[config.mk]
export PLATFORM = sky130hd
export DESIGN_NAME = timer_input_capture
export DESIGN_NICKNAME = d
export VERILOG_FILES = /design/src/core/timer_capture_pkg.sv /design/src/core/timer_input_capture.sv /design/src/core/input_conditioner.sv /design/src/core/count_source.sv
export SDC_FILE = /design/constraint.sdc
export NUM_CORES = 1
export LEC_CHECK = 0
export ABC_AREA = 1
export BUFFER_PORTS_ARGS = -buffer_cell sky130_fd_sc_hd__buf_2
export CORE_UTILIZATION = 55
export CTS_CLUSTER_SIZE = 20
export DETAILED_ROUTE_END_ITERATION = 16
export HOLD_SLACK_MARGIN = 0.06
export PLACE_DENSITY_LB_ADDON = 0.25
export SYNTH_ARGS = -nofsm -noshare
export SYNTH_HDL_FRONTEND = slang
export SYNTH_SLANG_ARGS = --single-unit
[constraint.sdc]
create_clock -name clock -period 3.9 [get_ports clock]
set_clock_uncertainty 0.15 [all_clocks]
set_input_delay 0.39 -clock clock [delete_from_list [all_inputs] [get_ports clock]]
set_output_delay 0.39 -clock clock [all_outputs]
set_load 0.01 [all_outputs]
[src/core/timer_capture_pkg.sv]
// package: register map, field codes and shared types of the capture timer
package timer_capture_pkg;

    // register byte offsets on the bus
    localparam logic [11:0] MODE_OFS    = 12'h100;
    localparam logic [11:0] CTRL_OFS    = 12'h104;
    localparam logic [11:0] STATUS_OFS  = 12'h108;
    localparam logic [11:0] COUNTER_OFS = 12'h10C;
    localparam logic [11:0] GR_BASE_OFS = 12'h110;
    localparam logic [11:0] PORT_OFS    = 12'h120;
    localparam logic [11:0] IO_AB_OFS   = 12'h124;
    localparam logic [11:0] IO_CD_OFS   = 12'h128;

    // values after reset, and the counter maximum
    localparam logic [7:0]  IO_AB_RESET   = 8'h88;
    localparam logic [7:0]  IO_CD_RESET   = 8'h88;
    localparam logic [15:0] COUNTER_RESET = 16'h0000;
    localparam logic [15:0] COUNTER_MAX   = 16'hFFFF;

    // field positions
    localparam int MODE_START_BIT = 0;
    localparam int MODE_BUFC_BIT  = 1;
    localparam int MODE_BUFD_BIT  = 2;
    localparam int STATUS_OVF_BIT = 4;
    localparam int PORT_LEVEL_LSB = 8;

    // count source codes
    localparam logic [2:0] SRC_F1       = 3'h0;
    localparam logic [2:0] SRC_F2       = 3'h1;
    localparam logic [2:0] SRC_F4       = 3'h2;
    localparam logic [2:0] SRC_F8       = 3'h3;
    localparam logic [2:0] SRC_F32      = 3'h4;
    localparam logic [2:0] SRC_EXT      = 3'h5;
    localparam logic [2:0] SRC_FAST     = 3'h6;
    localparam logic [2:0] SRC_FAST_DIV = 3'h7;

    // capture edge codes
    localparam logic [1:0] EDGE_RISE = 2'h0;
    localparam logic [1:0] EDGE_FALL = 2'h1;
    localparam logic [1:0] EDGE_BOTH = 2'h2;

    // counter control register layout, bit 5 down to bit 0
    typedef struct packed {
        logic       filter_en;
        logic       clear_on_capture;
        logic       counter_clear_select;
        logic [2:0] count_src;
    } ctrl_s;

    // conditioned input edges
    typedef struct packed {
        logic rise;
        logic fall;
    } edge_s;

    // bus slave states
    typedef enum logic [1:0] {
        BUS_IDLE = 2'b01,
        BUS_ACK  = 2'b10
    } bus_e;

endpackage

[src/core/timer_input_capture.sv]
// module: 16-bit up-counter with four input capture channels
`timescale 1ns/10ps
module timer_input_capture (
    // clock and reset
    input  wire logic        clock,
    input  wire logic        resetn,
    // avalon-mm slave
    input  wire logic [11:0] address,
    input  wire logic        read,
    input  wire logic        write,
    input  wire logic [31:0] writedata,
    input  wire logic [3:0]  byteenable,
    output logic      [31:0] readdata,
    output logic             waitrequest,
    // channel pins a..d, bit 0 is chan_a_pin
    input  wire logic [3:0]  chan_pin_in,
    output logic      [3:0]  chan_pin_out,
    output logic      [3:0]  chan_pin_oe,
    // count sources and oscillator trigger
    input  wire logic        ext_count_clock_pin,
    input  wire logic        fast_osc_clock,
    input  wire logic        fast_osc_divided_clock,
    input  wire logic        low_speed_osc_trigger,
    // request pulses
    output logic      [3:0]  capture_req,
    output logic             overflow_req
);
    timer_capture_pkg::bus_e  bus_state;
    timer_capture_pkg::ctrl_s ctrl;
    logic [2:0]  timer_mode_reg;
    logic [6:0]  capture_ab_io_control;
    logic [7:0]  capture_cd_io_control;
    logic [4:0]  status;
    logic [15:0] up_counter;
    logic [15:0] general_reg [4];
    logic [3:0]  port_out;
    logic [3:0]  port_oe;
    logic [3:0]  pin_level;
    logic [3:0]  pin_hit;
    logic [3:0]  cap_ev;
    logic [3:0]  mode_sel;
    logic [1:0]  edge_sel [4];
    logic [31:0] next_readdata;
    logic        tick;
    logic        osc_hit;
    logic        wr_go;
    logic        running;
    logic        buffer_c_enable;
    logic        buffer_d_enable;
    logic        match_clear;
    logic        cap_clear;
    logic        ovf_ev;
    logic        counter_write;
    timer_capture_pkg::edge_s osc_edge;

    // merge written bytes into a 16-bit register
    function automatic logic [15:0] merge16(input logic [15:0] old,
                                            input logic [31:0] wd,
                                            input logic [3:0]  be);
        logic [15:0] r;
        r = old;
        if (be[0]) begin
            r[7:0] = wd[7:0];
        end
        if (be[1]) begin
            r[15:8] = wd[15:8];
        end
        return r;
    endfunction

    assign running = timer_mode_reg[timer_capture_pkg::MODE_START_BIT];
    assign buffer_c_enable = timer_mode_reg[timer_capture_pkg::MODE_BUFC_BIT];
    assign buffer_d_enable = timer_mode_reg[timer_capture_pkg::MODE_BUFD_BIT];
    assign wr_go = write && bus_state == timer_capture_pkg::BUS_ACK;

    // per-channel field split; mode select 1 means capture, 0 port
    assign mode_sel = {capture_cd_io_control[6], capture_cd_io_control[2],
                       capture_ab_io_control[6], capture_ab_io_control[2]};
    assign edge_sel[0] = capture_ab_io_control[1:0];
    assign edge_sel[1] = capture_ab_io_control[5:4];
    assign edge_sel[2] = capture_cd_io_control[1:0];
    assign edge_sel[3] = capture_cd_io_control[5:4];

    // count source
    count_source u_src (
        .clock                  (clock),
        .resetn                 (resetn),
        .count_src              (ctrl.count_src),
        .ext_count_clock_pin    (ext_count_clock_pin),
        .fast_osc_clock         (fast_osc_clock),
        .fast_osc_divided_clock (fast_osc_divided_clock),
        .tick                   (tick)
    );

    // pin conditioning and edge selection, one per channel
    for (genvar i = 0; i < 4; i++) begin : g_chan
        timer_capture_pkg::edge_s e;
        input_conditioner u_cond (
            .clock     (clock),
            .resetn    (resetn),
            .raw       (chan_pin_in[i]),
            .filter_en (ctrl.filter_en),
            .level     (pin_level[i]),
            .edges     (e)
        );
        always_comb begin
            case (edge_sel[i])
                timer_capture_pkg::EDGE_RISE: pin_hit[i] = e.rise;
                timer_capture_pkg::EDGE_FALL: pin_hit[i] = e.fall;
                timer_capture_pkg::EDGE_BOTH: pin_hit[i] = e.rise | e.fall;
                default:                      pin_hit[i] = 1'b0;
            endcase
        end
    end

    // low-speed oscillator trigger, same edge choice as channel A
    input_conditioner u_osc (
        .clock     (clock),
        .resetn    (resetn),
        .raw       (low_speed_osc_trigger),
        .filter_en (ctrl.filter_en),
        .level     (),
        .edges     (osc_edge)
    );

    // oscillator edge under channel A's edge field
    always_comb begin
        case (edge_sel[0])
            timer_capture_pkg::EDGE_RISE: osc_hit = osc_edge.rise;
            timer_capture_pkg::EDGE_FALL: osc_hit = osc_edge.fall;
            timer_capture_pkg::EDGE_BOTH: osc_hit = osc_edge.rise
                                                  | osc_edge.fall;
            default:                      osc_hit = 1'b0;
        endcase
    end

    // capture events; channels act independently and together
    // a buffering channel's own pin no longer captures
    assign cap_ev[0] = mode_sel[0] && (capture_ab_io_control[3]
                       ? pin_hit[0] : osc_hit);
    assign cap_ev[1] = mode_sel[1] && pin_hit[1];
    assign cap_ev[2] = mode_sel[2] && pin_hit[2] && !buffer_c_enable;
    assign cap_ev[3] = mode_sel[3] && pin_hit[3] && !buffer_d_enable;

    // counter clear and overflow conditions
    assign counter_write = wr_go && address == timer_capture_pkg::COUNTER_OFS;
    assign match_clear = ctrl.counter_clear_select
                         && up_counter == general_reg[0];
    assign cap_clear = ctrl.clear_on_capture && cap_ev[0];
    assign ovf_ev = running && tick && !counter_write && !cap_clear
                    && !match_clear
                    && up_counter == timer_capture_pkg::COUNTER_MAX;

    // up-counter: software load, capture clear, match clear, count
    always_ff @(posedge clock or negedge resetn) begin
        if (!resetn) begin
            up_counter <= timer_capture_pkg::COUNTER_RESET;
        end else if (counter_write) begin
            up_counter <= merge16(up_counter, writedata, byteenable);
        end else if (cap_clear) begin
            up_counter <= timer_capture_pkg::COUNTER_RESET;
        end else if (running && tick) begin
            if (match_clear) begin
                up_counter <= timer_capture_pkg::COUNTER_RESET;
            end else begin
                up_counter <= up_counter + 16'h0001;
            end
        end
    end

    // general registers: capture, buffer transfer, software write
    for (genvar i = 0; i < 4; i++) begin : g_gr
        logic buf_load;
        assign buf_load = (i == 2) ? cap_ev[0] && buffer_c_enable
                        : (i == 3) ? cap_ev[1] && buffer_d_enable
                        : 1'b0;
        always_ff @(posedge clock or negedge resetn) begin
            if (!resetn) begin
                general_reg[i] <= timer_capture_pkg::COUNTER_RESET;
            end else if (cap_ev[i]) begin
                general_reg[i] <= up_counter;
            end else if (buf_load) begin
                general_reg[i] <= general_reg[i ^ 2];
            end else if (wr_go && address == timer_capture_pkg::GR_BASE_OFS
                         + 12'(4 * i)) begin
                general_reg[i] <= merge16(general_reg[i], writedata,
                                          byteenable);
            end
        end
    end
    // control registers written by software
    always_ff @(posedge clock or negedge resetn) begin
        if (!resetn) begin
            timer_mode_reg        <= 3'h0;
            ctrl                  <= '0;
            port_out              <= 4'h0;
            port_oe               <= 4'h0;
            capture_ab_io_control <= timer_capture_pkg::IO_AB_RESET[6:0];
            capture_cd_io_control <= timer_capture_pkg::IO_CD_RESET;
        end else if (wr_go && byteenable[0]) begin
            case (address)
                timer_capture_pkg::MODE_OFS:
                    timer_mode_reg <= writedata[2:0];
                timer_capture_pkg::CTRL_OFS:
                    ctrl <= writedata[5:0];
                timer_capture_pkg::PORT_OFS: begin
                    port_out <= writedata[3:0];
                    port_oe  <= writedata[7:4];
                end
                timer_capture_pkg::IO_AB_OFS:
                    capture_ab_io_control <= writedata[6:0];
                timer_capture_pkg::IO_CD_OFS:
                    capture_cd_io_control <= writedata[7:0];
                default: ;
            endcase
        end
    end

    // sticky status: hardware set wins over write-one-to-clear
    always_ff @(posedge clock or negedge resetn) begin
        if (!resetn) begin
            status <= 5'h00;
        end else begin
            status <= (status & ~((wr_go && byteenable[0]
                        && address == timer_capture_pkg::STATUS_OFS)
                        ? writedata[4:0] : 5'h00))
                      | {ovf_ev, cap_ev};
        end
    end

    // request pulses
    always_ff @(posedge clock or negedge resetn) begin
        if (!resetn) begin
            capture_req  <= 4'h0;
            overflow_req <= 1'b0;
        end else begin
            capture_req  <= cap_ev;
            overflow_req <= ovf_ev;
        end
    end

    // pins in port mode with port_oe set drive the port latch
    always_ff @(posedge clock or negedge resetn) begin
        if (!resetn) begin
            chan_pin_out <= 4'h0;
            chan_pin_oe  <= 4'h0;
        end else begin
            chan_pin_out <= port_out;
            chan_pin_oe  <= port_oe & ~mode_sel;
        end
    end

    // read data mux; unmapped addresses read zero
    always_comb begin
        next_readdata = 32'h0000_0000;
        case (address)
            timer_capture_pkg::MODE_OFS:
                next_readdata[2:0] = timer_mode_reg;
            timer_capture_pkg::CTRL_OFS:
                next_readdata[5:0] = ctrl;
            timer_capture_pkg::STATUS_OFS:
                next_readdata[4:0] = status;
            timer_capture_pkg::COUNTER_OFS:
                next_readdata[15:0] = up_counter;
            12'h110: next_readdata[15:0] = general_reg[0];
            12'h114: next_readdata[15:0] = general_reg[1];
            12'h118: next_readdata[15:0] = general_reg[2];
            12'h11C: next_readdata[15:0] = general_reg[3];
            timer_capture_pkg::PORT_OFS:
                next_readdata[11:0] = {pin_level, port_oe, port_out};
            timer_capture_pkg::IO_AB_OFS:
                next_readdata[7:0] = {1'b1, capture_ab_io_control};
            timer_capture_pkg::IO_CD_OFS:
                next_readdata[7:0] = capture_cd_io_control;
            default: next_readdata = 32'h0000_0000;
        endcase
    end

    // bus handshake: one wait cycle, then a single acknowledge cycle
    always_ff @(posedge clock or negedge resetn) begin
        if (!resetn) begin
            bus_state   <= timer_capture_pkg::BUS_IDLE;
            waitrequest <= 1'b1;
            readdata    <= 32'h0000_0000;
        end else begin
            case (bus_state)
                timer_capture_pkg::BUS_IDLE: begin
                    if (read || write) begin
                        bus_state   <= timer_capture_pkg::BUS_ACK;
                        waitrequest <= 1'b0;
                        // read data holds until the next read
                        if (read) begin
                            readdata <= next_readdata;
                        end
                    end
                end
                timer_capture_pkg::BUS_ACK: begin
                    bus_state   <= timer_capture_pkg::BUS_IDLE;
                    waitrequest <= 1'b1;
                end
                default: begin
                    bus_state   <= timer_capture_pkg::BUS_IDLE;
                    waitrequest <= 1'b1;
                end
            endcase
        end
    end
endmodule

[src/core/input_conditioner.sv]
// module: four-flop synchroniser, optional filter and edge detector
`timescale 1ns/10ps
module input_conditioner (
    // clock and reset
    input  wire logic                     clock,
    input  wire logic                     resetn,
    // raw asynchronous input and filter switch
    input  wire logic                     raw,
    input  wire logic                     filter_en,
    // accepted level and its edges
    output logic                          level,
    output timer_capture_pkg::edge_s      edges
);
    logic sync1;
    logic sync2;
    logic sync3;
    logic sync4;
    logic agree;

    // synchroniser chain; sync1 feeds sync2 only
    always_ff @(posedge clock or negedge resetn) begin
        if (!resetn) begin
            sync1 <= 1'b0;
            sync2 <= 1'b0;
            sync3 <= 1'b0;
            sync4 <= 1'b0;
        end else begin
            sync1 <= raw;
            sync2 <= sync1;
            sync3 <= sync2;
            sync4 <= sync3;
        end
    end

    // filter wants three matching samples, else two
    assign agree = filter_en ? (sync2 == sync3 && sync3 == sync4)
                             : (sync2 == sync3);

    // accept the level and flag one-cycle edges
    always_ff @(posedge clock or negedge resetn) begin
        if (!resetn) begin
            level <= 1'b0;
            edges <= '0;
        end else begin
            edges.rise <= agree && sync3 && !level;
            edges.fall <= agree && !sync3 && level;
            if (agree) begin
                level <= sync3;
            end
        end
    end
endmodule

[src/core/count_source.sv]
// module: count source selection, gives one tick per counted event
`timescale 1ns/10ps
module count_source (
    // clock and reset
    input  wire logic       clock,
    input  wire logic       resetn,
    // source select
    input  wire logic [2:0] count_src,
    // external and oscillator clocks, sampled as plain inputs
    input  wire logic       ext_count_clock_pin,
    input  wire logic       fast_osc_clock,
    input  wire logic       fast_osc_divided_clock,
    // one-cycle count pulse
    output logic            tick
);
    logic [4:0] prescale;
    logic [2:0] raw_in;
    logic [2:0] rise_in;
    logic       next_tick;

    assign raw_in = {fast_osc_divided_clock, fast_osc_clock,
                     ext_count_clock_pin};

    // rising edges of the outside sources; sources near the system
    // clock rate are undersampled, a known limit of this block
    for (genvar k = 0; k < 3; k++) begin : g_src
        timer_capture_pkg::edge_s e;
        input_conditioner u_cond (
            .clock     (clock),
            .resetn    (resetn),
            .raw       (raw_in[k]),
            .filter_en (1'b0),
            .level     (),
            .edges     (e)
        );
        assign rise_in[k] = e.rise;
    end

    // free-running divider for the divided system clocks
    always_ff @(posedge clock or negedge resetn) begin
        if (!resetn) begin
            prescale <= 5'h00;
        end else begin
            prescale <= prescale + 5'h01;
        end
    end

    // pick the source
    always_comb begin
        case (count_src)
            timer_capture_pkg::SRC_F1:       next_tick = 1'b1;
            timer_capture_pkg::SRC_F2:       next_tick = prescale[0];
            timer_capture_pkg::SRC_F4:       next_tick = &prescale[1:0];
            timer_capture_pkg::SRC_F8:       next_tick = &prescale[2:0];
            timer_capture_pkg::SRC_F32:      next_tick = &prescale;
            timer_capture_pkg::SRC_EXT:      next_tick = rise_in[0];
            timer_capture_pkg::SRC_FAST:     next_tick = rise_in[1];
            default:                         next_tick = rise_in[2];
        endcase
    end

    // registered tick
    always_ff @(posedge clock or negedge resetn) begin
        if (!resetn) begin
            tick <= 1'b0;
        end else begin
            tick <= next_tick;
        end
    end
endmodule

Word-level counts from Yosys, hierarchy flattened
Index checks and enable logic that the tools add are counted.
Word-level totals
  word-level logic and storage cells: 285
  input bits: 60
  register bits: 205
  output and inout port bits: 46
Cells by class
  add/subtract/negate cells: 2
  bitwise gates (word level): 10
  multiplexer cells: 39
  reduce and logical (&&, ||, !) cells: 110
  equal/unequal tests: 45
Operators with widths (number)
  two-way mux 16 bit: 14
  equality test 12 x 9 -> 1 bit (second input constant): 11
  logical AND 1 bit: 54
  case mux 3 bit (11 select lines): 1
  AND reduction 2 bit: 16
  case mux 4 bit (6 select lines): 1
  nonzero test 3 bit: 7
  case mux 2 bit (10 select lines): 1
  case mux 4 bit (5 select lines): 1
  zero test 1 bit: 18
  adder 16 x 1 -> 16 bit (second input constant): 1
  equality test 16 bit: 1
  equality test 16 bit (second input constant): 1
  two-way mux 8 bit: 2
  case mux 2 bit (8 select lines): 1
  case mux 1 bit (3 select lines): 5
  equality test 1 bit: 13
  nonzero test 2 bit: 6
  equality test 2 x 1 -> 1 bit (second input constant): 5
  equality test 2 bit (second input constant): 5
  equality test 3 bit (second input constant): 3
  case mux 1 bit (9 select lines): 1
  zero test 2 bit: 4
  two-way mux 1 bit: 8
  17 further kinds: 26

Logic depth before layout (Yosys ltp)
  depth in word-level cells: 10
  gate-level depth with buffers: 14
  gate-level depth less buffers: 13

Cells and area by module
A second synthesis with hierarchy kept.
Second synthesis, totals
  cell total of the unflattened synthesis: 1440
  area, all modules: 10900.5 µm²
By module, submodules not included
  timer_input_capture: area each 8800.9 µm², seq. area each 3708.6 µm², cells an instance 1248, times used 1
  input_conditioner: area each 226.5 µm², seq. area each 175.2 µm², cells an instance 20, times used 8
  count_source: area each 287.8 µm², seq. area each 150.1 µm², cells an instance 32, times used 1

Worst setup path after synthesis
OpenSTA, ideal clock, no wires.
  path type: flip-flop to flip-flop
  from: register capture_ab_io_control[3]
  to: register general_reg[25] (netlist bit)
  clock period less this slack: 1.751 ns
  cell stages (with the launch flop): 13
  setup time: 0.116 ns
  data required time: 3.634 ns
  path buffers: 1
  setup slack: 2.149 ns
  data arrival time: 1.485 ns
  path through: dfstp_2 inv_1 o21ai_0 nand2_1 nand2_4 nor2_4 nor2_2 nand2_2 buf_6 nand2_1 inv_1 nand2_1 nand2_1
On the way
  word-level cells in the longest chain between the ends: 5
  elaborated cells on any way between the ends: 8
  those cells by class: mux: 3; reduce/logical: 5
RTL lines
  from (decl): line timer_input_capture.sv:31  | logic [6:0] capture_ab_io_control;
  from (signal assigned): line timer_input_capture.sv:198  | capture_ab_io_control <= timer_capture_pkg::IO_AB_RESET[6:0];
  from (signal assigned): line timer_input_capture.sv:211  | capture_ab_io_control <= writedata[6:0];
  two-way mux 1 bit *: line timer_input_capture.sv:140  | ? pin_hit[0] : osc_hit);
  logical AND 1 bit *: line timer_input_capture.sv:139  | assign cap_ev[0] = mode_sel[0] && (capture_ab_io_control[3]
  logical AND 1 bit *
  nonzero test 3 bit (no line) or two-way mux 16 bit (tied branches)
  AND reduction 2 bit (no line) or two-way mux 16 bit (tied branches)
  to (signal, indexed assignment): line timer_input_capture.sv:179  | general_reg[i] <= timer_capture_pkg::COUNTER_RESET;
  to (signal, indexed assignment): line timer_input_capture.sv:181  | general_reg[i] <= up_counter;
  to (signal, indexed assignment): line timer_input_capture.sv:183  | general_reg[i] <= general_reg[i ^ 2];
  to (decl): line timer_input_capture.sv:35  | logic [15:0] general_reg [4];
Every way passes the cells marked *; elsewhere a longest branch is shown, timed or not.
A chain may end at the register's enable or synchronous reset.

Worst setup path after layout
  from: register capture_ab_io_control[3]
  to: register general_reg[30] (netlist bit)
Same word-level chain as after synthesis.

==> summary.txt <==
Outcome
  – Status: finished clean

Setup path
  – CP startpoint: capture_ab_io_control[3]
  – CP max stage cell: dfstp_2
  – Critical Path RT: approximately 4.2 ns
  – Worst R2R Start: capture_ab_io_control[3]
  – CP startpoint kind: flop
  – Reg2reg path depth: 11
  – Worst-path fanout max: 34
  – CP Data Arrival Time: 2.67 ns
  – Top Family by Delay on Critical Path: simple AND/OR/NAND/NOR gates
  – Kind of critical path: flop to flop
  – CP cell instances: nor2_1 -> nor2_1 -> o21ai_0 -> nand2_1 -> nand2_4 -> nor2_4 -> nor2_2 -> nand2_2 -> inv_1 -> nand2_1 -> o21ai_1
  – Max incr delay on CP: 0.55 ns
  – Crit path capture type: flop
  – R2R Setup Slk: between 1 and 1.5 ns
  – Buf/Inv on CP: 1
  – R2R Path End: general_reg[30]

Flow run
  – Max_cap viols: 0

Placed design
  – Buffers on Ports: slightly above 70
  – Routability congestion estimate: 0.948
  – Pre-CTS setup slack: 1.50 ns
  – DP Wirelength: 22000 um

Power
  – Peak VDD IR: 0.345 mV
  – Pwr Total: 0.00482 W
  – P per Cell Area: 395 nW/um^2
  – Static Leak: 6.05 nW

STA
  – Max-slew violation count: 0
  – Setup TNS: 0 ns
  – Worst Tran Pin Value: 0.921 ns
  – Final worst path period need: approximately 2.4 ns
  – Final Hold Vio Count: 0
  – RSZ-0062 raised after global routing: false
  – Max_slew headroom: 38.5%
  – Final Cycle Share: 62.1%
  – Fmax: 413 MHz
  – Final setup fails: 0
  – Final worst slack: around 1.5 ns

Global routing
  – Vias in the first global route: 8928
  – Total gr overflow: 0
  – First-pass GRT wire length: 48100 um
  – Pin count of the biggest net entering global routing: 105
  – Initial antenna violation count: 0
  – Total Routing Usage GR: 31.0%

Floorplanning
  – Starting Density: roughly 57%
  – Rows: 50
  – IO Pins: 106
  – Die ar.: slightly above 20000 um^2
  – Die width: between 100 and 150 um
  – Core box area: 19000 um^2
  – Die height: 142 um

Routing
  – DR WL/cell: 17.2 um
  – Via/cell ratio: 5.47
  – Antenna Nets Post-Route: 0
  – Total number of vias: 9602
  – Final wirelength: about 30000 um
  – 1st-pass router iterations: 6
  – DRC Markers: 0
  – DR iter-0 viols: around 960

Clock tree
  – Clock sink total: 204
  – H-tree lvl count: 1
  – Cts repair resizes: 0
  – CTS tree: built
  – Maximum clock insertion buffer count: 3
  – Insertion delay to the later sink of the worst-skew pair: 0.53 ns
  – CTS Buf Count: 24
  – CTS root buf: clkbuf_16
  – CTS clk-pin slew, worst paths: 0.06 ns

Min path
  – Hold endpoint: general_reg[39]
  – Hold WC Path Type: input pin to flop
  – Hold path depth: 3
  – Worst hold start: writedata[7]

Synthesis
  – Warnings, synthesis: 0
  – Post-synth ARST share: 100%
  – Main synth FF type: dfrtp_1
  – Sequential share of the synthesized area: between 40% and 50%
  – Yosys cell types: 46
  – Avg Cell Area, Syn: 7.74 um^2
  – EDFF count, synth: 0
  – Area of the mapped netlist: approximately 11000 um^2
  – Synth Register Bits: 204
  – Post-Syn Instances: 1395

Final layout
  – Max reg flops: 64
  – Layout cell share with drive strength beyond 1: 13.3%
  – # nets final: 1543
  – Antenna diodes: 0
  – Post-synthesis to final-layout area growth: 13.0%
## per-stage QoR
stage | cell area, um^2 | util, % | hold WS [ns] | std cells
finish | 12200 | 64.4 | 0.0781 | 1754
global route | 12200 | 64.4 | 0.0895 | 1754
CTS | 12200 | 64.4 | 0.0704 | 1754
detailed placement | 11200 | 59.2 | 0.186 | 1690
global placement | 11200 | 59.2 | 0.183 | 1690
floorplan | 10900 | - | -0.0556 | 1410
## per-layer routing
metal,routed length (um),global-route usage [%],vias to the layer above
li1,-,-,4614
met1,13500,46.0,4476
met2,13100,46.6,451
met3,2670,4.27,61
met4,959,10.6,0
met5,0,0,-
## synth_stat cells, types with 2 or more instances
library cell    n  area (um^2)
dfstp_2         4          105
o22ai_1        15         93.8
o211ai_1       40          300
nand3_2         5         50.1
nand4_1         6         37.5
nand3_1        61          305
buf_2          14         70.1
a21oi_2         2         17.5
a21oi_1        16         80.1
o21ai_1        17         85.1
nand3b_1        9         67.6
nand2_2        14         87.6
or2_2           4         25.0
o21ai_0       146          731
buf_4          22          165
nor2_2          6         37.5
dfrtp_1       200         5000
nand3_4         2         35.0
nor3_1          9         45.0
a211o_1         5         43.8
inv_2          13         48.8
buf_6           9          101
nand2_4        11          124
mux2_2          3         33.8
nor3_2          3         30.0
clkbuf_1       11         41.3
inv_4           4         25.0
xor2_1         11         96.3
ha_1            7         87.6
nor2_1        118          443
nand2_1       455         1710
clkinv_4        2         17.5
nor2_4          5         56.3
inv_1         134          503
## cell families (layout without fill, tap and decap cells)
| group | after synthesis | count (layout) | synth area share (%) |
|---|---|---|---|
| AOI/OAI and AO/OA | 246 | 246 | 13.0 |
| muxes | 3 | 3 | 0.313 |
| other | 1 | 16 | 0.0347 |
| DFF | 204 | 204 | 47.3 |
| adders and majority gates | 7 | 7 | 0.811 |
| and+or+nand+nor | 712 | 712 | 28.6 |
| buffers and inverters | 210 | 294 | 9.04 |
| xor gates and xnor gates | 12 | 12 | 0.973 |
## worst max-delay path by stage
| stage | slack (ns) | cells after the start | endpoint |
|---|---|---|---|
| final | 1.48 | 11 | general_reg[30] |
| after global routing | 1.28 | 11 | general_reg[30] |
| after CTS | 1.48 | 11 | general_reg[30] |
| after detailed placement | 1.50 | 11 | general_reg[30] |
| after global placement | 1.56 | 11 | general_reg[29] |
| after floorplan | 2.15 | 12 | general_reg[25] |
## what timing repair did
action                    CTS  global route
hold endpoints to repair  118             0
hold buffers               20             0
setup buffers               0             0
## report_power, final
part / switching [W] / internal, W / total (W) / leakage (nW)
clock: 0.000905 / 0.00129 / 0.00220 / 0.388
sequential: 0.0000373 / 0.00219 / 0.00223 / 2.64
combinational: 0.000255 / 0.000135 / 0.000391 / 3.03
## worst min-delay path, cell delays in order
cell,delay (ns)
buf_2,0.14
o211ai_1,0.10
o21ai_0,0.07
## layout by cell type (no fill, tap or decap), types with 17 or more instances in the layout
cell type        n
dlygate4sd3_1   20
o211ai_1        40
buf_2           70
o21ai_1         17
nor2_1         118
clkbuf_16       24
inv_1          134
o21ai_0        146
nand2_1        455
dfrtp_1        200
nand3_1         61
## area by class of cell
cell class              count  area (um^2)
fillers                  1681         6750
flip-flops and latches    204         5110
multi-input cells         996         4770
clock buffers              32          681
repair buffers             97          622
inverters                 153          594
well taps                 260          325
clock inverters            12          101
Note: power is estimated with default switching activity, not from simulation.
